`config.mk`:
```
export PLATFORM = sky130hd
export DESIGN_NAME = can_bit_timing_output_ctrl
export DESIGN_NICKNAME = d
export VERILOG_FILES = /design/src/rtl/can_timing_pkg.sv /design/src/rtl/level_sync.sv /design/src/rtl/bit_buffer.sv /design/src/rtl/can_bit_timing_output_ctrl.sv
export SDC_FILE = /design/constraint.sdc
export NUM_CORES = 1
export LEC_CHECK = 0
export BUFFER_PORTS_ARGS = -buffer_cell sky130_fd_sc_hd__buf_4
export CORE_MARGIN = 3
export CORE_UTILIZATION = 48
export CTS_CLUSTER_SIZE = 40
export DETAILED_ROUTE_END_ITERATION = 7
export HOLD_SLACK_MARGIN = 0.08
export PLACE_DENSITY = 0.68
export SLEW_MARGIN = 20
export SYNTH_ARGS = -nofsm -noshare
export SYNTH_HDL_FRONTEND = slang
export SYNTH_HIERARCHICAL = 1
export SYNTH_SLANG_ARGS = --single-unit
```
`constraint.sdc`:
```
create_clock -name ref_clk_i -period 3.3 [get_ports ref_clk_i]
set_input_delay 0.825 -clock ref_clk_i [delete_from_list [all_inputs] [get_ports ref_clk_i]]
set_output_delay 0.825 -clock ref_clk_i [all_outputs]
set_load 0.02 [all_outputs]
```
`src/rtl/can_timing_pkg.sv`:
```
/*
  Constants and types of the CAN bit timing and driver block.
  Assumes one clock domain, an 8-bit register port and a 3-bit address.
*/
package can_timing_pkg;

  // ---------------------------------------------------------------------------
  // register port and offsets
  // ---------------------------------------------------------------------------
  localparam int ADDR_W = 3;
  localparam int DATA_W = 8;
  localparam logic [2:0] ADDR_PRESCALE_JUMP = 3'h0;
  localparam logic [2:0] ADDR_SEGMENTS = 3'h1;
  localparam logic [2:0] ADDR_TX_DRIVER = 3'h2;
  localparam logic [2:0] ADDR_CONTROL = 3'h3;
  localparam logic [2:0] ADDR_STATUS = 3'h4;
  localparam logic [2:0] ADDR_FRAME_BITS = 3'h5;

  // ---------------------------------------------------------------------------
  // field positions
  // ---------------------------------------------------------------------------
  localparam int PRESCALE_LSB = 0;
  localparam int PRESCALE_W = 5;
  localparam int JUMP_LSB = 6;
  localparam int JUMP_W = 2;
  localparam int SEG1_LSB = 0;
  localparam int SEG1_W = 4;
  localparam int SEG2_LSB = 4;
  localparam int SEG2_W = 3;
  localparam int SAMPLING_MODE_BIT = 7;
  localparam int OUT_MODE_LSB = 0;
  localparam int OUT0_POL_BIT = 2;
  localparam int OUT0_PULLDOWN_BIT = 3;
  localparam int OUT0_PULLUP_BIT = 4;
  localparam int OUT1_POL_BIT = 5;
  localparam int OUT1_PULLDOWN_BIT = 6;
  localparam int OUT1_PULLUP_BIT = 7;
  localparam int CTRL_TX_ENABLE_BIT = 0;
  localparam int CTRL_BYTES_LSB = 4;
  localparam int CTRL_BYTES_W = 4;
  localparam int STAT_TX_BUSY_BIT = 0;
  localparam int STAT_BUS_IDLE_BIT = 1;
  localparam int STAT_RX_LEVEL_BIT = 2;

  // ---------------------------------------------------------------------------
  // reset values: drivers off
  // ---------------------------------------------------------------------------
  localparam logic [7:0] PRESCALE_JUMP_RST = 8'h00;
  localparam logic [7:0] SEGMENTS_RST = 8'h00;
  localparam logic [7:0] TX_DRIVER_RST = 8'h00;
  localparam logic [7:0] CONTROL_RST = 8'h00;

  // ---------------------------------------------------------------------------
  // output modes and frame figures
  // ---------------------------------------------------------------------------
  localparam logic [1:0] OUT_MODE_BIPHASE = 2'h0;
  localparam logic [1:0] OUT_MODE_TEST = 2'h1;
  localparam logic [1:0] OUT_MODE_NORMAL1 = 2'h2;
  localparam logic [1:0] OUT_MODE_CLOCK = 2'h3;
  localparam int CLOCKS_PER_PRESCALE_STEP = 2;
  localparam int REMOTE_FRAME_BITS = 44;
  localparam int INTERFRAME_BITS = 3;
  localparam int BITS_PER_DATA_BYTE = 8;
  localparam int MAX_DATA_BYTES = 8;

  // bit segment
  typedef enum logic [1:0] {SEG_SYNC, SEG_ONE, SEG_TWO} seg_t;

endpackage

```
`src/rtl/level_sync.sv`:
```
/*
  Two flip-flop synchroniser for a level from outside the clock domain.
  Assumes a slow input; only the second stage is read.
*/
module level_sync (
  // clock and reset
  input wire logic ref_clk_i,
  input wire logic sys_rst_i,
  // level in and synchronised level out
  input wire logic level_i,
  output logic level_o
);

  typedef struct packed {
    logic meta;
    logic stable;
  } sync_state_t;

  sync_state_t s_r;
  sync_state_t s_nxt;

  // resets recessive, the bus idle level
  always_comb begin
    s_nxt = s_r;
    s_nxt.meta = level_i;
    s_nxt.stable = s_r.meta;
  end

  always_ff @(posedge ref_clk_i) begin
    if (sys_rst_i) begin
      s_r <= '{meta: 1'b1, stable: 1'b1};
    end else begin
      s_r <= s_nxt;
    end
  end

  assign level_o = s_r.stable;

endmodule

```
`src/rtl/bit_buffer.sv`:
```
/*
  Two-entry buffer with valid and ready on both sides.
  Assumes the filler honours in_ready_o; flags come from flip-flops.
*/
module bit_buffer #(
  parameter int W = 1
) (
  // clock and reset
  input wire logic ref_clk_i,
  input wire logic sys_rst_i,
  // filling side
  input wire logic [W-1:0] in_data_i,
  input wire logic in_valid_i,
  output logic in_ready_o,
  // draining side
  output logic [W-1:0] out_data_o,
  output logic out_valid_o,
  input wire logic out_ready_i
);

  typedef struct packed {
    logic [1:0][W-1:0] mem;
    logic wr_ptr;
    logic rd_ptr;
    logic full;
    logic empty;
  } buf_state_t;

  buf_state_t s_r;
  buf_state_t s_nxt;
  logic push;
  logic pop;

  // push and pop may coincide
  always_comb begin
    s_nxt = s_r;
    push = in_valid_i & ~s_r.full;
    pop = out_ready_i & ~s_r.empty;
    if (push) begin
      s_nxt.mem[s_r.wr_ptr] = in_data_i;
      s_nxt.wr_ptr = ~s_r.wr_ptr;
    end
    if (pop) begin
      s_nxt.rd_ptr = ~s_r.rd_ptr;
    end
    if (push && !pop) begin
      s_nxt.empty = 1'b0;
      s_nxt.full = (~s_r.wr_ptr == s_r.rd_ptr);
    end else if (pop && !push) begin
      s_nxt.full = 1'b0;
      s_nxt.empty = (~s_r.rd_ptr == s_r.wr_ptr);
    end
  end

  always_ff @(posedge ref_clk_i) begin
    if (sys_rst_i) begin
      s_r <= '{mem: '0, wr_ptr: 1'b0, rd_ptr: 1'b0, full: 1'b0, empty: 1'b1};
    end else begin
      s_r <= s_nxt;
    end
  end

  assign in_ready_o = ~s_r.full;
  assign out_valid_o = ~s_r.empty;
  assign out_data_o = s_r.mem[s_r.rd_ptr];

endmodule

```
`src/rtl/can_bit_timing_output_ctrl.sv`:
```
/*
  CAN bit timing engine and transmit driver control:
  timing registers, quantum counting, sampling,
  resynchronisation and the two transmit pins.
  Assumes one clock, a plain register port,
  a bit source that honours ready
  and a transceiver that resolves pins from enables.
*/
// Chosen here: the address-and-strobe port and the register offsets.
module can_bit_timing_output_ctrl
  import can_timing_pkg::*;
// Summary of operation
// - time quantum is clock divided by two times one more than the five-bit prescaler field.
// - segment lengths before and after sample point come from segment register.
// - sampling-mode bit zero samples each received bit once.
// - each resynchronisation step is limited to the programmed jump width.
// - each output enables pull-up, pull-down or both per its enable bits, in every output mode but mode 0.
// - output mode high-set low-clear drives the bit stream on both outputs.
// - polarity bit zero passes the stream, one inverts it, per output.
// - one transmit path; a new bit enters while the two-entry buffer is not full.
// - remote frame takes 44 bit times plus a 3-bit interframe space.
// - each data byte up to eight adds eight bit times to the minimum frame; larger byte counts add no more.
(
  // clock and reset
  input wire logic ref_clk_i,
  input wire logic sys_rst_i,
  // register port
  input wire logic [ADDR_W-1:0] reg_addr_i,
  input wire logic [DATA_W-1:0] reg_wdata_i,
  input wire logic reg_wr_i,
  input wire logic reg_rd_i,
  output logic [DATA_W-1:0] reg_rdata_o,
  // bit stream to send, 0 is dominant
  input wire logic tx_bit_i,
  input wire logic tx_bit_valid_i,
  output logic tx_bit_ready_o,
  // bit stream received
  output logic rx_bit_o,
  output logic rx_bit_valid_o,
  // bus pins
  input wire logic can_rx_i,
  output logic transmit_output_a_o,
  output logic transmit_output_a_oe_o,
  output logic transmit_output_b_o,
  output logic transmit_output_b_oe_o
);

  // ---------------------------------------------------------------------------
  // state
  // ---------------------------------------------------------------------------
  typedef struct packed {
    logic [7:0] prescale_jump;
    logic [7:0] segments;
    logic [7:0] tx_driver;
    logic [7:0] control;
    logic [7:0] rdata;
    seg_t seg;
    logic [5:0] presc_cnt;
    logic [4:0] seg_cnt;
    logic [4:0] seg_lim;
    logic resync_done;
    logic rx_prev;
    logic [1:0] rx_hist;
    logic tx_bit;
    logic tx_busy;
    logic [1:0] idle_cnt;
    logic bus_idle;
    logic rx_bit;
    logic rx_valid;
    logic a_out;
    logic a_oe;
    logic b_out;
    logic b_oe;
  } state_t;

  state_t s_r;
  state_t s_nxt;

  logic rx_s;
  logic buf_data;
  logic buf_valid;
  logic buf_pop;

  // majority of three for triple sampling
  function automatic logic majority3(input logic [2:0] v);
    majority3 = (v[0] & v[1]) | (v[0] & v[2]) | (v[1] & v[2]);
  endfunction

  // one pin: level and enable from stream, polarity, drivers
  function automatic logic [1:0] pin_drive(input logic stream, input logic pol,
                                           input logic up_en, input logic dn_en);
    logic lvl;
    lvl = stream ^ pol;
    pin_drive = {lvl, (lvl ? up_en : dn_en)};
  endfunction

  // ---------------------------------------------------------------------------
  // receive pin synchroniser and transmit buffer
  // ---------------------------------------------------------------------------
  level_sync u_rx_sync (
    .ref_clk_i(ref_clk_i),
    .sys_rst_i(sys_rst_i),
    .level_i(can_rx_i),
    .level_o(rx_s)
  );

  bit_buffer #(.W(1)) u_tx_buf (
    .ref_clk_i(ref_clk_i),
    .sys_rst_i(sys_rst_i),
    .in_data_i(tx_bit_i),
    .in_valid_i(tx_bit_valid_i),
    .in_ready_o(tx_bit_ready_o),
    .out_data_o(buf_data),
    .out_valid_o(buf_valid),
    .out_ready_i(buf_pop)
  );

  // ---------------------------------------------------------------------------
  // decoded fields
  // ---------------------------------------------------------------------------
  logic [5:0] presc_top;
  logic [4:0] seg1_len;
  logic [4:0] seg2_len;
  logic [4:0] jump_len;
  logic sampling_mode_bit;
  logic [1:0] out_mode;
  logic tx_enable;
  logic [3:0] data_bytes;
  logic [7:0] frame_bits;

  assign presc_top = {s_r.prescale_jump[PRESCALE_LSB +: PRESCALE_W], 1'b1};
  assign seg1_len = {1'b0, s_r.segments[SEG1_LSB +: SEG1_W]} + 5'h01;
  assign seg2_len = {2'h0, s_r.segments[SEG2_LSB +: SEG2_W]} + 5'h01;
  assign jump_len = {3'h0, s_r.prescale_jump[JUMP_LSB +: JUMP_W]} + 5'h01;
  assign sampling_mode_bit = s_r.segments[SAMPLING_MODE_BIT];
  assign out_mode = s_r.tx_driver[OUT_MODE_LSB +: 2];
  assign tx_enable = s_r.control[CTRL_TX_ENABLE_BIT];

  always_comb begin
    data_bytes = s_r.control[CTRL_BYTES_LSB +: CTRL_BYTES_W];
    if (data_bytes > 4'(MAX_DATA_BYTES)) begin
      data_bytes = 4'(MAX_DATA_BYTES);
    end
    frame_bits = 8'(REMOTE_FRAME_BITS + INTERFRAME_BITS)
               + 8'(data_bytes * BITS_PER_DATA_BYTE);
  end

  // ---------------------------------------------------------------------------
  // next state
  // ---------------------------------------------------------------------------
  logic tq_tick;
  logic seg_end;
  logic fall;
  logic start_bit;
  logic sample_now;
  logic sample_val;
  logic [4:0] phase_err;
  logic [4:0] remain;
  logic stream;
  logic [1:0] drv_a;
  logic [1:0] drv_b;

  always_comb begin
    s_nxt = s_r;
    tq_tick = (s_r.presc_cnt == presc_top);
    seg_end = tq_tick & (s_r.seg_cnt == s_r.seg_lim - 5'h01);
    fall = s_r.rx_prev & ~rx_s;
    start_bit = 1'b0;
    sample_now = 1'b0;
    phase_err = s_r.seg_cnt + 5'h01;
    remain = s_r.seg_lim - s_r.seg_cnt;
    s_nxt.rx_valid = 1'b0;
    s_nxt.rx_prev = rx_s;

    // register writes; status and frame length are read-only
    if (reg_wr_i) begin
      if (reg_addr_i == ADDR_PRESCALE_JUMP) begin
        s_nxt.prescale_jump = reg_wdata_i;
      end else if (reg_addr_i == ADDR_SEGMENTS) begin
        s_nxt.segments = reg_wdata_i;
      end else if (reg_addr_i == ADDR_TX_DRIVER) begin
        s_nxt.tx_driver = reg_wdata_i;
      end else if (reg_addr_i == ADDR_CONTROL) begin
        s_nxt.control = reg_wdata_i;
      end
    end

    // read data stand one cycle; unmapped reads zero
    s_nxt.rdata = 8'h00;
    if (reg_rd_i) begin
      if (reg_addr_i == ADDR_PRESCALE_JUMP) begin
        s_nxt.rdata = s_r.prescale_jump;
      end else if (reg_addr_i == ADDR_SEGMENTS) begin
        s_nxt.rdata = s_r.segments;
      end else if (reg_addr_i == ADDR_TX_DRIVER) begin
        s_nxt.rdata = s_r.tx_driver;
      end else if (reg_addr_i == ADDR_CONTROL) begin
        s_nxt.rdata = s_r.control;
      end else if (reg_addr_i == ADDR_STATUS) begin
        s_nxt.rdata[STAT_TX_BUSY_BIT] = s_r.tx_busy;
        s_nxt.rdata[STAT_BUS_IDLE_BIT] = s_r.bus_idle;
        s_nxt.rdata[STAT_RX_LEVEL_BIT] = s_r.rx_bit;
      end else if (reg_addr_i == ADDR_FRAME_BITS) begin
        s_nxt.rdata = frame_bits;
      end
    end

    // prescaler counts two clocks per step
    if (tq_tick) begin
      s_nxt.presc_cnt = 6'h00;
      s_nxt.rx_hist = {s_r.rx_hist[0], rx_s};
    end else begin
      s_nxt.presc_cnt = s_r.presc_cnt + 6'h01;
    end

    if (tq_tick) begin
      if (seg_end) begin
        s_nxt.seg_cnt = 5'h00;
        case (s_r.seg)
          SEG_SYNC: begin
            s_nxt.seg = SEG_ONE;
            s_nxt.seg_lim = seg1_len;
          end
          SEG_ONE: begin
            s_nxt.seg = SEG_TWO;
            s_nxt.seg_lim = seg2_len;
            sample_now = 1'b1;
          end
          default: begin
            s_nxt.seg = SEG_SYNC;
            s_nxt.seg_lim = 5'h01;
            start_bit = 1'b1;
          end
        endcase
      end else begin
        s_nxt.seg_cnt = s_r.seg_cnt + 5'h01;
      end
    end

    // edges: hard sync while idle, else one bounded resync per bit
    // resync edges on a segment-end tick are ignored; hard sync still applies
    if (fall && s_r.bus_idle && !s_r.tx_busy) begin
      s_nxt.seg = SEG_SYNC;
      s_nxt.seg_cnt = 5'h00;
      s_nxt.seg_lim = 5'h01;
      s_nxt.presc_cnt = 6'h00;
      start_bit = 1'b1;
    end else if (fall && !s_r.resync_done && !seg_end) begin
      if (s_r.seg == SEG_ONE) begin
        // lengthen segment one, capped by jump
        s_nxt.seg_lim = s_r.seg_lim + ((phase_err < jump_len) ? phase_err : jump_len);
        s_nxt.resync_done = 1'b1;
      end else if (s_r.seg == SEG_TWO) begin
        // shorten segment two, capped by jump
        if (remain <= jump_len) begin
          s_nxt.seg = SEG_SYNC;
          s_nxt.seg_cnt = 5'h00;
          s_nxt.seg_lim = 5'h01;
          s_nxt.presc_cnt = 6'h00;
          start_bit = 1'b1;
        end else begin
          s_nxt.seg_lim = s_r.seg_lim - jump_len;
          s_nxt.resync_done = 1'b1;
        end
      end
    end

    // sample point at the end of segment one
    // one sample unless sampling-mode bit set
    sample_val = sampling_mode_bit ? majority3({s_r.rx_hist, rx_s}) : rx_s;
    if (sample_now) begin
      s_nxt.rx_bit = sample_val;
      s_nxt.rx_valid = 1'b1;
      if (!sample_val) begin
        s_nxt.idle_cnt = 2'h0;
      end else if (s_r.idle_cnt != 2'(INTERFRAME_BITS)) begin
        s_nxt.idle_cnt = s_r.idle_cnt + 2'h1;
      end
      s_nxt.bus_idle = sample_val && (s_r.idle_cnt >= 2'(INTERFRAME_BITS - 1));
    end

    // pop only at a bit start
    buf_pop = start_bit & tx_enable & buf_valid;
    if (start_bit) begin
      s_nxt.resync_done = 1'b0;
      s_nxt.tx_bit = buf_pop ? buf_data : 1'b1;
      s_nxt.tx_busy = buf_pop;
    end

    case (out_mode)
      OUT_MODE_NORMAL1: stream = s_nxt.tx_bit;
      OUT_MODE_CLOCK: stream = (s_nxt.seg != SEG_TWO);
      OUT_MODE_TEST: stream = rx_s;
      default: stream = 1'b1;
    endcase

    drv_a = pin_drive(stream, s_r.tx_driver[OUT0_POL_BIT],
                      s_r.tx_driver[OUT0_PULLUP_BIT], s_r.tx_driver[OUT0_PULLDOWN_BIT]);
    drv_b = pin_drive(stream, s_r.tx_driver[OUT1_POL_BIT],
                      s_r.tx_driver[OUT1_PULLUP_BIT], s_r.tx_driver[OUT1_PULLDOWN_BIT]);
    // mode 0 leaves pins off; else enable follows the pull-up or pull-down bit
    s_nxt.a_out = drv_a[1];
    s_nxt.a_oe = drv_a[0] & (out_mode != OUT_MODE_BIPHASE);
    s_nxt.b_out = drv_b[1];
    s_nxt.b_oe = drv_b[0] & (out_mode != OUT_MODE_BIPHASE);
  end

  // ---------------------------------------------------------------------------
  // state register
  // ---------------------------------------------------------------------------
  always_ff @(posedge ref_clk_i) begin
    if (sys_rst_i) begin
      s_r <= '{prescale_jump: PRESCALE_JUMP_RST, segments: SEGMENTS_RST,
               tx_driver: TX_DRIVER_RST, control: CONTROL_RST, rdata: 8'h00,
               seg: SEG_SYNC, presc_cnt: 6'h00, seg_cnt: 5'h00, seg_lim: 5'h01,
               resync_done: 1'b0, rx_prev: 1'b1, rx_hist: 2'h3, tx_bit: 1'b1,
               tx_busy: 1'b0, idle_cnt: 2'h0, bus_idle: 1'b0, rx_bit: 1'b1,
               rx_valid: 1'b0, a_out: 1'b1, a_oe: 1'b0, b_out: 1'b1, b_oe: 1'b0};
    end else begin
      s_r <= s_nxt;
    end
  end

  // ---------------------------------------------------------------------------
  // outputs from flip-flops
  // ---------------------------------------------------------------------------
  assign reg_rdata_o = s_r.rdata;
  assign rx_bit_o = s_r.rx_bit;
  assign rx_bit_valid_o = s_r.rx_valid;
  assign transmit_output_a_o = s_r.a_out;
  assign transmit_output_a_oe_o = s_r.a_oe;
  assign transmit_output_b_o = s_r.b_out;
  assign transmit_output_b_oe_o = s_r.b_oe;

endmodule

```
==> results.json, run 1 <==
{
  "status": "completed",
  "leakage_uw": 0.00212,
  "seq_area_frac_synth_pct": 34.8,
  "critPathLaunchType": "flip-flop",
  "ys_types": 69,
  "cp-end-kind": "flip-flop",
  "cts_root_buf": "clkbuf_8",
  "async_flop_share_pct": 0,
  "die_area_um2": 10900,
  "worstSkewPairLatency_ns": 0.37,
  "relSlewSlack_pct": 53.0,
  "viasPerCell": 5.57,
  "nNetsFinal": 648,
  "synth_seq_cells": 81,
  "worst_pin_slew_ns": 0.696,
  "dr.first_iter.drc_count": 307,
  "core_um2": 9330,
  "power_per_cell_area_nw_per_um2": 533,
  "pwr-share-seq_pct": 37.6,
  "clkTransAtPathRegs_ns": 0.10,
  "cpMaxStageDelayCell": "fa_2",
  "synth_cells": 571,
  "drc_errors": 0,
  "antenna_found_initial": 0,
  "grt_usage_pct": 21.6,
  "cts.sinks": 81,
  "cp_max_fo": 3,
  "worst_ep_required_time_ns": 3.61,
  "combPwrFrac_pct": 32.1,
  "synth-edff-count": 0,
  "gr-total-overflow": 0,
  "netlist_area_um2": 4660,
  "switchingPower_uw": 1010,
  "path_cells": "inv_2 -> ha_4 -> inv_2 -> fa_2 -> ha_4 -> nor2b_4 -> o21ai_2 -> a32oi_2 -> nor4b_4 -> a211o_2 -> a211oi_4 -> or4_4 -> a21bo_1 -> a21oi_2",
  "min_path_type": "flip-flop to flip-flop",
  "total_power_uw": 2860,
  "max_clock_freq_mhz": 304,
  "yosys_most_used_dff": "dfxtp_1",
  "drv_cap": 0,
  "fin_setup_tns_ns": 0,
  "num_io_pins": 33,
  "finalSetupViolCount": 0,
  "cts_tree": "yes",
  "diodes": 0,
  "cpPeakStageDelay_ns": 0.54,
  "grt_pass1_wl_um": 19000,
  "cts_max_level": 3,
  "fin_area_um2": 5360,
  "intPower_uw": 1850,
  "ir_drop_v": 0.000330,
  "syn_nets": 621,
  "period_share_pct": 99.8,
  "critPathArrivalTime_ns": 3.60,
  "syn2layout_area_growth_pct": 15.2,
  "drive_above_1_share_pct": 18.1,
  "finalCriticalPeriod_ns": 3.29,
  "ant_nets": 0,
  "syn_avg_cell_area_um2": 8.16,
  "post_dp_cell_area_um2": 5010,
  "path_class": "flip-flop to flip-flop",
  "wirelength_um": 11800,
  "wl_per_cell_um": 16.1,
  "die_h_um": 105,
  "row_count": 35,
  "die_w_um": 105,
  "vias": 4074,
  "grt_start_max_net_pins": 48,
  "skew_ns": 0.0148,
  "numCtsBuffers": 9,
  "yosysWarnings": 6,
  "final_core_util_pct": 57.5,
  "rsz0062_at_grt": "yes",
  "initial_core_util_pct": 49.9,
  "clockBufferDepth": 2,
  "grt_pass1_vias": 3770,
  "maxSlewViolCount": 0,
  "numPortBuffers": 32,
  "cts_hold_buf": 0,
  "hold_violations": 0,
  "pwr-share-clk_pct": 30.3,
  "hpwl_um": 8660,
  "swShare_pct": 35.3,
  "firstDrtPassIters": 5,
  "routabilityCongestion": 0.931
}
## power by group through the flow
stage                     clock network (µW)  logic (µW)  registers [µW]
final                                    865         917            1080
after CTS                                878         850            1070
after floorplan                            0         628            1090
after global routing                     910        1020            1080
after global placement                     0         830            1090
after detailed placement                   0         843            1090
## worst max-delay path, delay by kind of cell, from the launching register on
kind,cells,cell delay [ns]
AND/OR/NAND/NOR,3,1.01
AO/OA/AOI/OAI,6,0.90
adder cells (fa/ha/maj),3,0.87
flip-flops,1,0.34
buffers and inverters,2,0.10
## sequential cells by signal, summed over array words and instances (netlist names), 2 cells and up
name / cells
reg_rdata_o: 8
out_mode: 2
presc_top: 5
s_r: 52
u_tx_buf/s_r: 6
## worst paths after layout
kind	cells past startpoint	slack [ns]	to	from
worst min-delay path	1	0.42	u_rx_sync/level_o	u_rx_sync/s_nxt[0]
worst max register to register	14	0.006	transmit_output_b_oe_o	s_r[15]
worst min register to register	1	0.42	u_rx_sync/level_o	u_rx_sync/s_nxt[0]
worst max-delay path	14	0.006	transmit_output_b_oe_o	s_r[15]
## cells in the mapped netlist (7+ instances only)
master | count | share of area (%)
o21ai_0 | 19 | 2.0
a21oi_1 | 55 | 5.9
nor2b_1 | 9 | 1.2
nor3_1 | 20 | 2.1
ha_1 | 29 | 7.8
buf_4 | 10 | 1.6
dfxtp_1 | 81 | 35
inv_1 | 23 | 1.9
xnor2_1 | 15 | 2.8
nand3_1 | 18 | 1.9
nand2b_1 | 8 | 1.1
xor2_1 | 14 | 2.6
nand2_1 | 84 | 6.8
mux2_2 | 7 | 1.7
clkbuf_1 | 16 | 1.3
mux2i_1 | 11 | 2.4
nor2_1 | 52 | 4.2
## logic make-up after synthesis
logic type / share of synthesized area (%)
simple gates: 23.0
compound gates: 17.1
flops: 34.8
buf+inv: 5.53
fa+ha+maj: 9.08
xor+xnor: 6.29
mux: 4.06
other cells: 0.0805
## per-stage QoR
step	cells	worst slack, ns	hold slack [ns]
after CTS	732	-0.0311	0.419
final	732	0.00605	0.416
after floorplan	571	0.0904	0.383
after global routing	732	-0.0837	0.454
after global placement	716	0.0290	0.390
after detailed placement	716	-0.0482	0.397
## layout by cell type, fill, tap and decap left out, types with 3 or more instances in the layout
| master | n |
|---|---|
| inv_1 | 20 |
| a21o_1 | 6 |
| nand4_1 | 3 |
| mux2_2 | 7 |
| o21ai_0 | 17 |
| nor2b_1 | 8 |
| ha_4 | 3 |
| clkbuf_8 | 9 |
| nor3_1 | 20 |
| nand2_1 | 84 |
| inv_2 | 3 |
| xor2_1 | 14 |
| a22oi_1 | 3 |
| nand2b_1 | 8 |
| and2_1 | 3 |
| dfxtp_1 | 76 |
| ha_1 | 24 |
| nand3_1 | 17 |
| mux2i_1 | 11 |
| o31ai_1 | 5 |
| nor2_1 | 52 |
| a21oi_1 | 54 |
| xnor2_1 | 15 |
| and3_1 | 5 |
| dfxtp_2 | 4 |
| buf_4 | 47 |
| nor3b_1 | 5 |
| o22ai_1 | 5 |
| o211ai_1 | 4 |
## final cells by class
class	instances	area (µm²)
fill	843	3960
multi-input combinational	434	2890
timing repair buffer	47	353
tap	129	161
inverter	25	93.8
sequential	81	1630
clock buffer	9	124
clock inverter	7	111
## metal layers
layer / GRT usage, % / share of wire, % / up-vias
met4: 5.89 / 1.2 / 0
li1: - / - / 2014
met2: 33.4 / 44 / 135
met1: 30.9 / 47 / 1913
met5: 0 / 0 / -
met3: 3.91 / 7.8 / 12
## repair_timing
action / CTS / global route
endpoints found under the setup margin: 4 / 16
cloned: 0 / 0
pin swaps: 3 / 15
setup buffers: 0 / 1
gates resized for setup: 2 / 28
Note: power is estimated with default switching activity, not from simulation.
==> run 2: changes to the inputs <==
Settings changed: REMOVE_ABC_BUFFERS set to 1, SKIP_LAST_GASP set to 1.
==> results.json, run 2 (synthesized netlist as in run 1, its figures left out) <==
{
  "num_io_pins": 33,
  "period_share_pct": 101,
  "syn2layout_area_growth_pct": 15.3,
  "final_core_util_pct": 57.5,
  "maxSlewViolCount": 0,
  "drc_errors": 0,
  "routabilityCongestion": 0.916,
  "total_power_uw": 2810,
  "grt_pass1_wl_um": 19200,
  "fin_ws_ns": -0.0289,
  "die_w_um": 105,
  "drv_cap": 0,
  "cp-end-kind": "flip-flop",
  "die_area_um2": 10900,
  "top_register": "s_r",
  "hpwl_um": 8520,
  "post_dp_cell_area_um2": 5060,
  "max_clock_freq_mhz": 300,
  "initial_core_util_pct": 49.9,
  "ant_nets": 0,
  "finalCriticalPeriod_ns": 3.33,
  "pre_cts_ws_ns": 0.0362,
  "critPathLaunchType": "flip-flop",
  "grt_usage_pct": 21.5,
  "vias": 4064,
  "wirelength_um": 11500,
  "nNetsFinal": 657,
  "ir_drop_v": 0.000249,
  "worst_pin_slew_ns": 0.715,
  "numCtsBuffers": 9,
  "top_usage_layer": "met2",
  "grt_start_max_net_pins": 47,
  "diodes": 0,
  "fin_area_um2": 5370,
  "antenna_found_initial": 0,
  "gr-total-overflow": 0,
  "leakage_uw": 0.00216,
  "violations": "setup timing",
  "grt_use_met1_pct": 28.9,
  "hold_ws_ns": 0.410,
  "numPortBuffers": 32,
  "core_um2": 9330,
  "worstSkewPairLatency_ns": 0.36,
  "finalSetupViolCount": 1,
  "path_class": "flip-flop to flip-flop",
  "dr.first_iter.drc_count": 299,
  "worst_ep_required_time_ns": 3.59,
  "row_count": 35,
  "cts.sinks": 81,
  "hold_violations": 0,
  "grt.met2_usage_pct": 35.1,
  "firstDrtPassIters": 4,
  "cp_max_fo": 3,
  "clkTransAtPathRegs_ns": 0.09,
  "cts_max_level": 3,
  "rsz0062_at_grt": "yes",
  "largest_reg_flops": 52,
  "relSlewSlack_pct": 51.7,
  "wl_per_cell_um": 15.6,
  "die_h_um": 105,
  "clockBufferDepth": 2,
  "grt_pass1_vias": 3960,
  "skew_ns": 0.0136,
  "drive_above_1_share_pct": 17.8,
  "min_path_type": "flip-flop to flip-flop",
  "viasPerCell": 5.49,
  "critPathArrivalTime_ns": 3.61,
  "cts_root_buf": "clkbuf_8",
  "final_cell_mix": "nand2_1, dfxtp_1, buf_4",
  "layout_commonest_cell": "nand2_1",
  "status": "finished, violations left",
  "power_per_cell_area_nw_per_um2": 523,
  "cts_tree": "yes",
  "grt_use_met3_pct": 2.98
}
[run 2: timing repair]
| action | CTS | global route |
|---|---|---|
| cloned | 0 | 0 |
| resized for setup | 8 | 15 |
| setup buffers | 1 | 2 |
| hold buffers | 0 | 0 |
| endpoints found under the setup margin | 1 | 12 |
| pin swaps | 8 | 12 |
[run 2: layout make-up]
class                           count  area (µm²)
Tap cell                          129         161
Clock buffer                       10         128
Timing Repair Buffer               56         420
Multi-Input combinational cell    434        2860
Inverter                           25        93.8
Clock inverter                      5        78.8
Fill cell                         852        3960
Sequential cell                    81        1630
[run 2: path summary, 6_finish.rpt]
path	slack, ns	depth (start not counted)	endpoint	start
worst max-delay path	-0.03	14	transmit_output_b_oe_o	s_r[15]
worst min-delay path	0.41	1	u_rx_sync/level_o	u_rx_sync/s_nxt[0]
worst max register to register	-0.03	14	transmit_output_b_oe_o	s_r[15]
worst min register to register	0.41	1	u_rx_sync/level_o	u_rx_sync/s_nxt[0]
[run 2: per-stage QoR]
stage,setup TNS [ns],cells
after CTS,0,738
after global placement,0,723
final,-0.0289,740
after floorplan,0,540
after global routing,-0.223,740
after detailed placement,0,723
[run 2: per-layer routing]
metal	vias up	share of wire, %
li1	2037	-
met1	1914	47
met2	96	47
met3	17	4.5
met4	0	2.0
met5	-	0
[run 2: worst max-delay path: stages, from the launching register on]
cell	delay, ns
dfxtp_2	0.33
inv_2	0.07
ha_4	0.13
inv_2	0.03
fa_2	0.54
ha_4	0.21
nor2b_4	0.12
o21ai_2	0.15
a32oi_2	0.09
nor4b_4	0.41
a211o_2	0.23
a211oi_4	0.07
or4_4	0.56
a21bo_1	0.19
a21oi_2	0.11
[run 2: power breakdown]
part | switching (µW) | internal, µW
combinational | 534 | 408
clock | 366 | 423
sequential | 52.0 | 1020
==> run 3: changes to the inputs <==
Settings changed: CORE_UTILIZATION 48 to 40, PLACE_DENSITY 0.68 to not set.
==> results.json, run 3 (synthesized netlist as in run 1, its figures left out) <==
{
  "cts_tree": "yes",
  "worstHoldPathCells": 1,
  "fin_cells": 752,
  "antenna_found_initial": 0,
  "pwr-share-seq_pct": 36.7,
  "placed_cells": 733,
  "cp_max_fo": 3,
  "final_core_util_pct": 49.0,
  "nNetsFinal": 658,
  "row_count": 38,
  "grt_start_max_net_pins": 47,
  "rr_worst_depth": 15,
  "critPathArrivalTime_ns": 3.52,
  "combPwrFrac_pct": 32.0,
  "initial_core_util_pct": 41.9,
  "vias": 4061,
  "hp-start": "u_rx_sync/s_nxt[0]",
  "largest_reg_flops": 52,
  "cts_root_buf": "clkbuf_16",
  "crit_buf_inv": 3,
  "viasPerCell": 5.40,
  "drc_errors": 0,
  "path_cells": "inv_2 -> ha_4 -> inv_2 -> fa_2 -> ha_4 -> nor2b_4 -> o21ai_2 -> a32oi_2 -> nor4b_4 -> a211o_2 -> a211oi_2 -> buf_4 -> or3_4 -> a211o_1 -> nand2_1",
  "worstSkewPairLatency_ns": 0.35,
  "core_um2": 11100,
  "ant_nets": 0,
  "hold_end": "u_rx_sync/level_o",
  "switchingPower_uw": 1020,
  "grt_pass1_wl_um": 20200,
  "diodes": 0,
  "critPathLaunchType": "flip-flop",
  "period_share_pct": 97.9,
  "path_class": "flip-flop to flip-flop",
  "hold_violations": 0,
  "layout_commonest_cell": "nand2_1",
  "die_area_um2": 13000,
  "num_io_pins": 33,
  "clockBufferDepth": 2,
  "worst_pin_slew_ns": 0.689,
  "cts.sinks": 81,
  "numPortBuffers": 32,
  "rrSetupSlack_ns": 0.07,
  "dr.first_iter.drc_count": 251,
  "grt_usage_pct": 19.6,
  "cpPeakStageDelay_ns": 0.54,
  "r2r_start": "s_r[15]",
  "intPower_uw": 1930,
  "drv_cap": 0,
  "finalCriticalPeriod_ns": 3.23,
  "leakage_uw": 0.00220,
  "crit_family": "simple AND/OR/NAND/NOR gates",
  "cp-end-kind": "flip-flop",
  "ir_drop_v": 0.000300,
  "skew_ns": 0.00603,
  "hpwl_um": 8890,
  "clkTransAtPathRegs_ns": 0.06,
  "die_h_um": 114,
  "numCtsBuffers": 9,
  "syn2layout_area_growth_pct": 17.1,
  "pwr-share-clk_pct": 31.3,
  "swShare_pct": 34.5,
  "routabilityCongestion": 0.914,
  "top_register": "s_r",
  "finalSetupViolCount": 0,
  "final.fill_count": 1109,
  "grt_pass1_vias": 3940,
  "worst_ep_required_time_ns": 3.59,
  "drive_above_1_share_pct": 18.3,
  "power_per_cell_area_nw_per_um2": 540,
  "cpMaxStageDelayCell": "fa_2",
  "maxSlewViolCount": 0,
  "firstDrtPassIters": 5,
  "status": "completed",
  "rr_endpoint": "transmit_output_a_oe_o",
  "min_path_type": "flip-flop to flip-flop",
  "final_cell_mix": "nand2_1, dfxtp_1, buf_4",
  "max_clock_freq_mhz": 310,
  "wl_per_cell_um": 16.1,
  "relSlewSlack_pct": 53.4,
  "wirelength_um": 12100,
  "rsz0062_at_grt": "yes",
  "die_w_um": 114,
  "gr-total-overflow": 0,
  "cts_max_level": 3
}
==> run 3: repair_timing <==
item,in CTS,in global routing
gates cloned,0,0
endpoints found under the setup margin,2,7
pin swaps,10,14
buffers inserted,3,2
hold buffers,0,0
resized for setup,12,11
hold endpoints to repair,0,0
==> run 3: worst max-delay path by stage <==
stage / start / cells past startpoint / to
after floorplan: s_r[15] / 14 / transmit_output_b_oe_o
after global placement: s_r[15] / 15 / transmit_output_b_oe_o
after detailed placement: s_r[15] / 15 / transmit_output_b_oe_o
after CTS: s_r[15] / 14 / transmit_output_b_oe_o
after global routing: s_r[72] / 15 / s_r[19]
final: s_r[15] / 15 / transmit_output_a_oe_o
==> run 3: area by class of cell <==
type                            instances  area, µm²  share of cell area (%)
Timing Repair Buffer                   57        428                    7.85
Multi-Input combinational cell        434       2870                    52.6
Inverter                               25       93.8                    1.72
Sequential cell                        81       1620                    29.8
Clock buffer                           10        229                    4.20
Tap cell                              140        175                    3.21
Clock inverter                          5       32.5                   0.597
==> run 3: layer usage <==
layer | part of all wire [%] | global-route usage, %
met5 | 0 | 0
met2 | 46 | 30.9
met3 | 4.4 | 3.93
met1 | 47 | 26.9
met4 | 1.8 | 6.73
==> run 3: power groups by stage <==
stage                     clock (µW)  combinational, µW  sequential [µW]
after global placement             0                840             1100
after floorplan                    0                562             1090
after global routing             981               1040             1090
final                            922                943             1080
after detailed placement           0                850             1100
after CTS                        940                901             1080
==> run 3: worst reg2reg max path, cell delays in order (launching register included) <==
cell      delay, ns
dfxtp_2        0.32
inv_2          0.07
ha_4           0.13
inv_2          0.03
fa_2           0.54
ha_4           0.20
nor2b_4        0.12
o21ai_2        0.15
a32oi_2        0.11
nor4b_4        0.44
a211o_2        0.21
a211oi_2       0.07
buf_4          0.15
or3_4          0.35
a211o_1        0.23
nand2_1        0.05
==> run 3: metrics by stage <==
| step | area [µm²] | worst slack, ns | hold slack [ns] | setup TNS [ns] | power [µW] |
|---|---|---|---|---|---|
| CTS | 5390 | 0.00263 | 0.403 | 0 | 2920 |
| detailed placement | 5070 | 0.00374 | 0.389 | 0 | 1950 |
| global route | 5450 | -0.0664 | 0.427 | -0.153 | 3110 |
| global placement | 5070 | 0.0577 | 0.390 | 0 | 1940 |
| floorplan | 4490 | 0.0904 | 0.383 | 0 | 1650 |
| finish | 5450 | 0.0706 | 0.403 | 0 | 2950 |
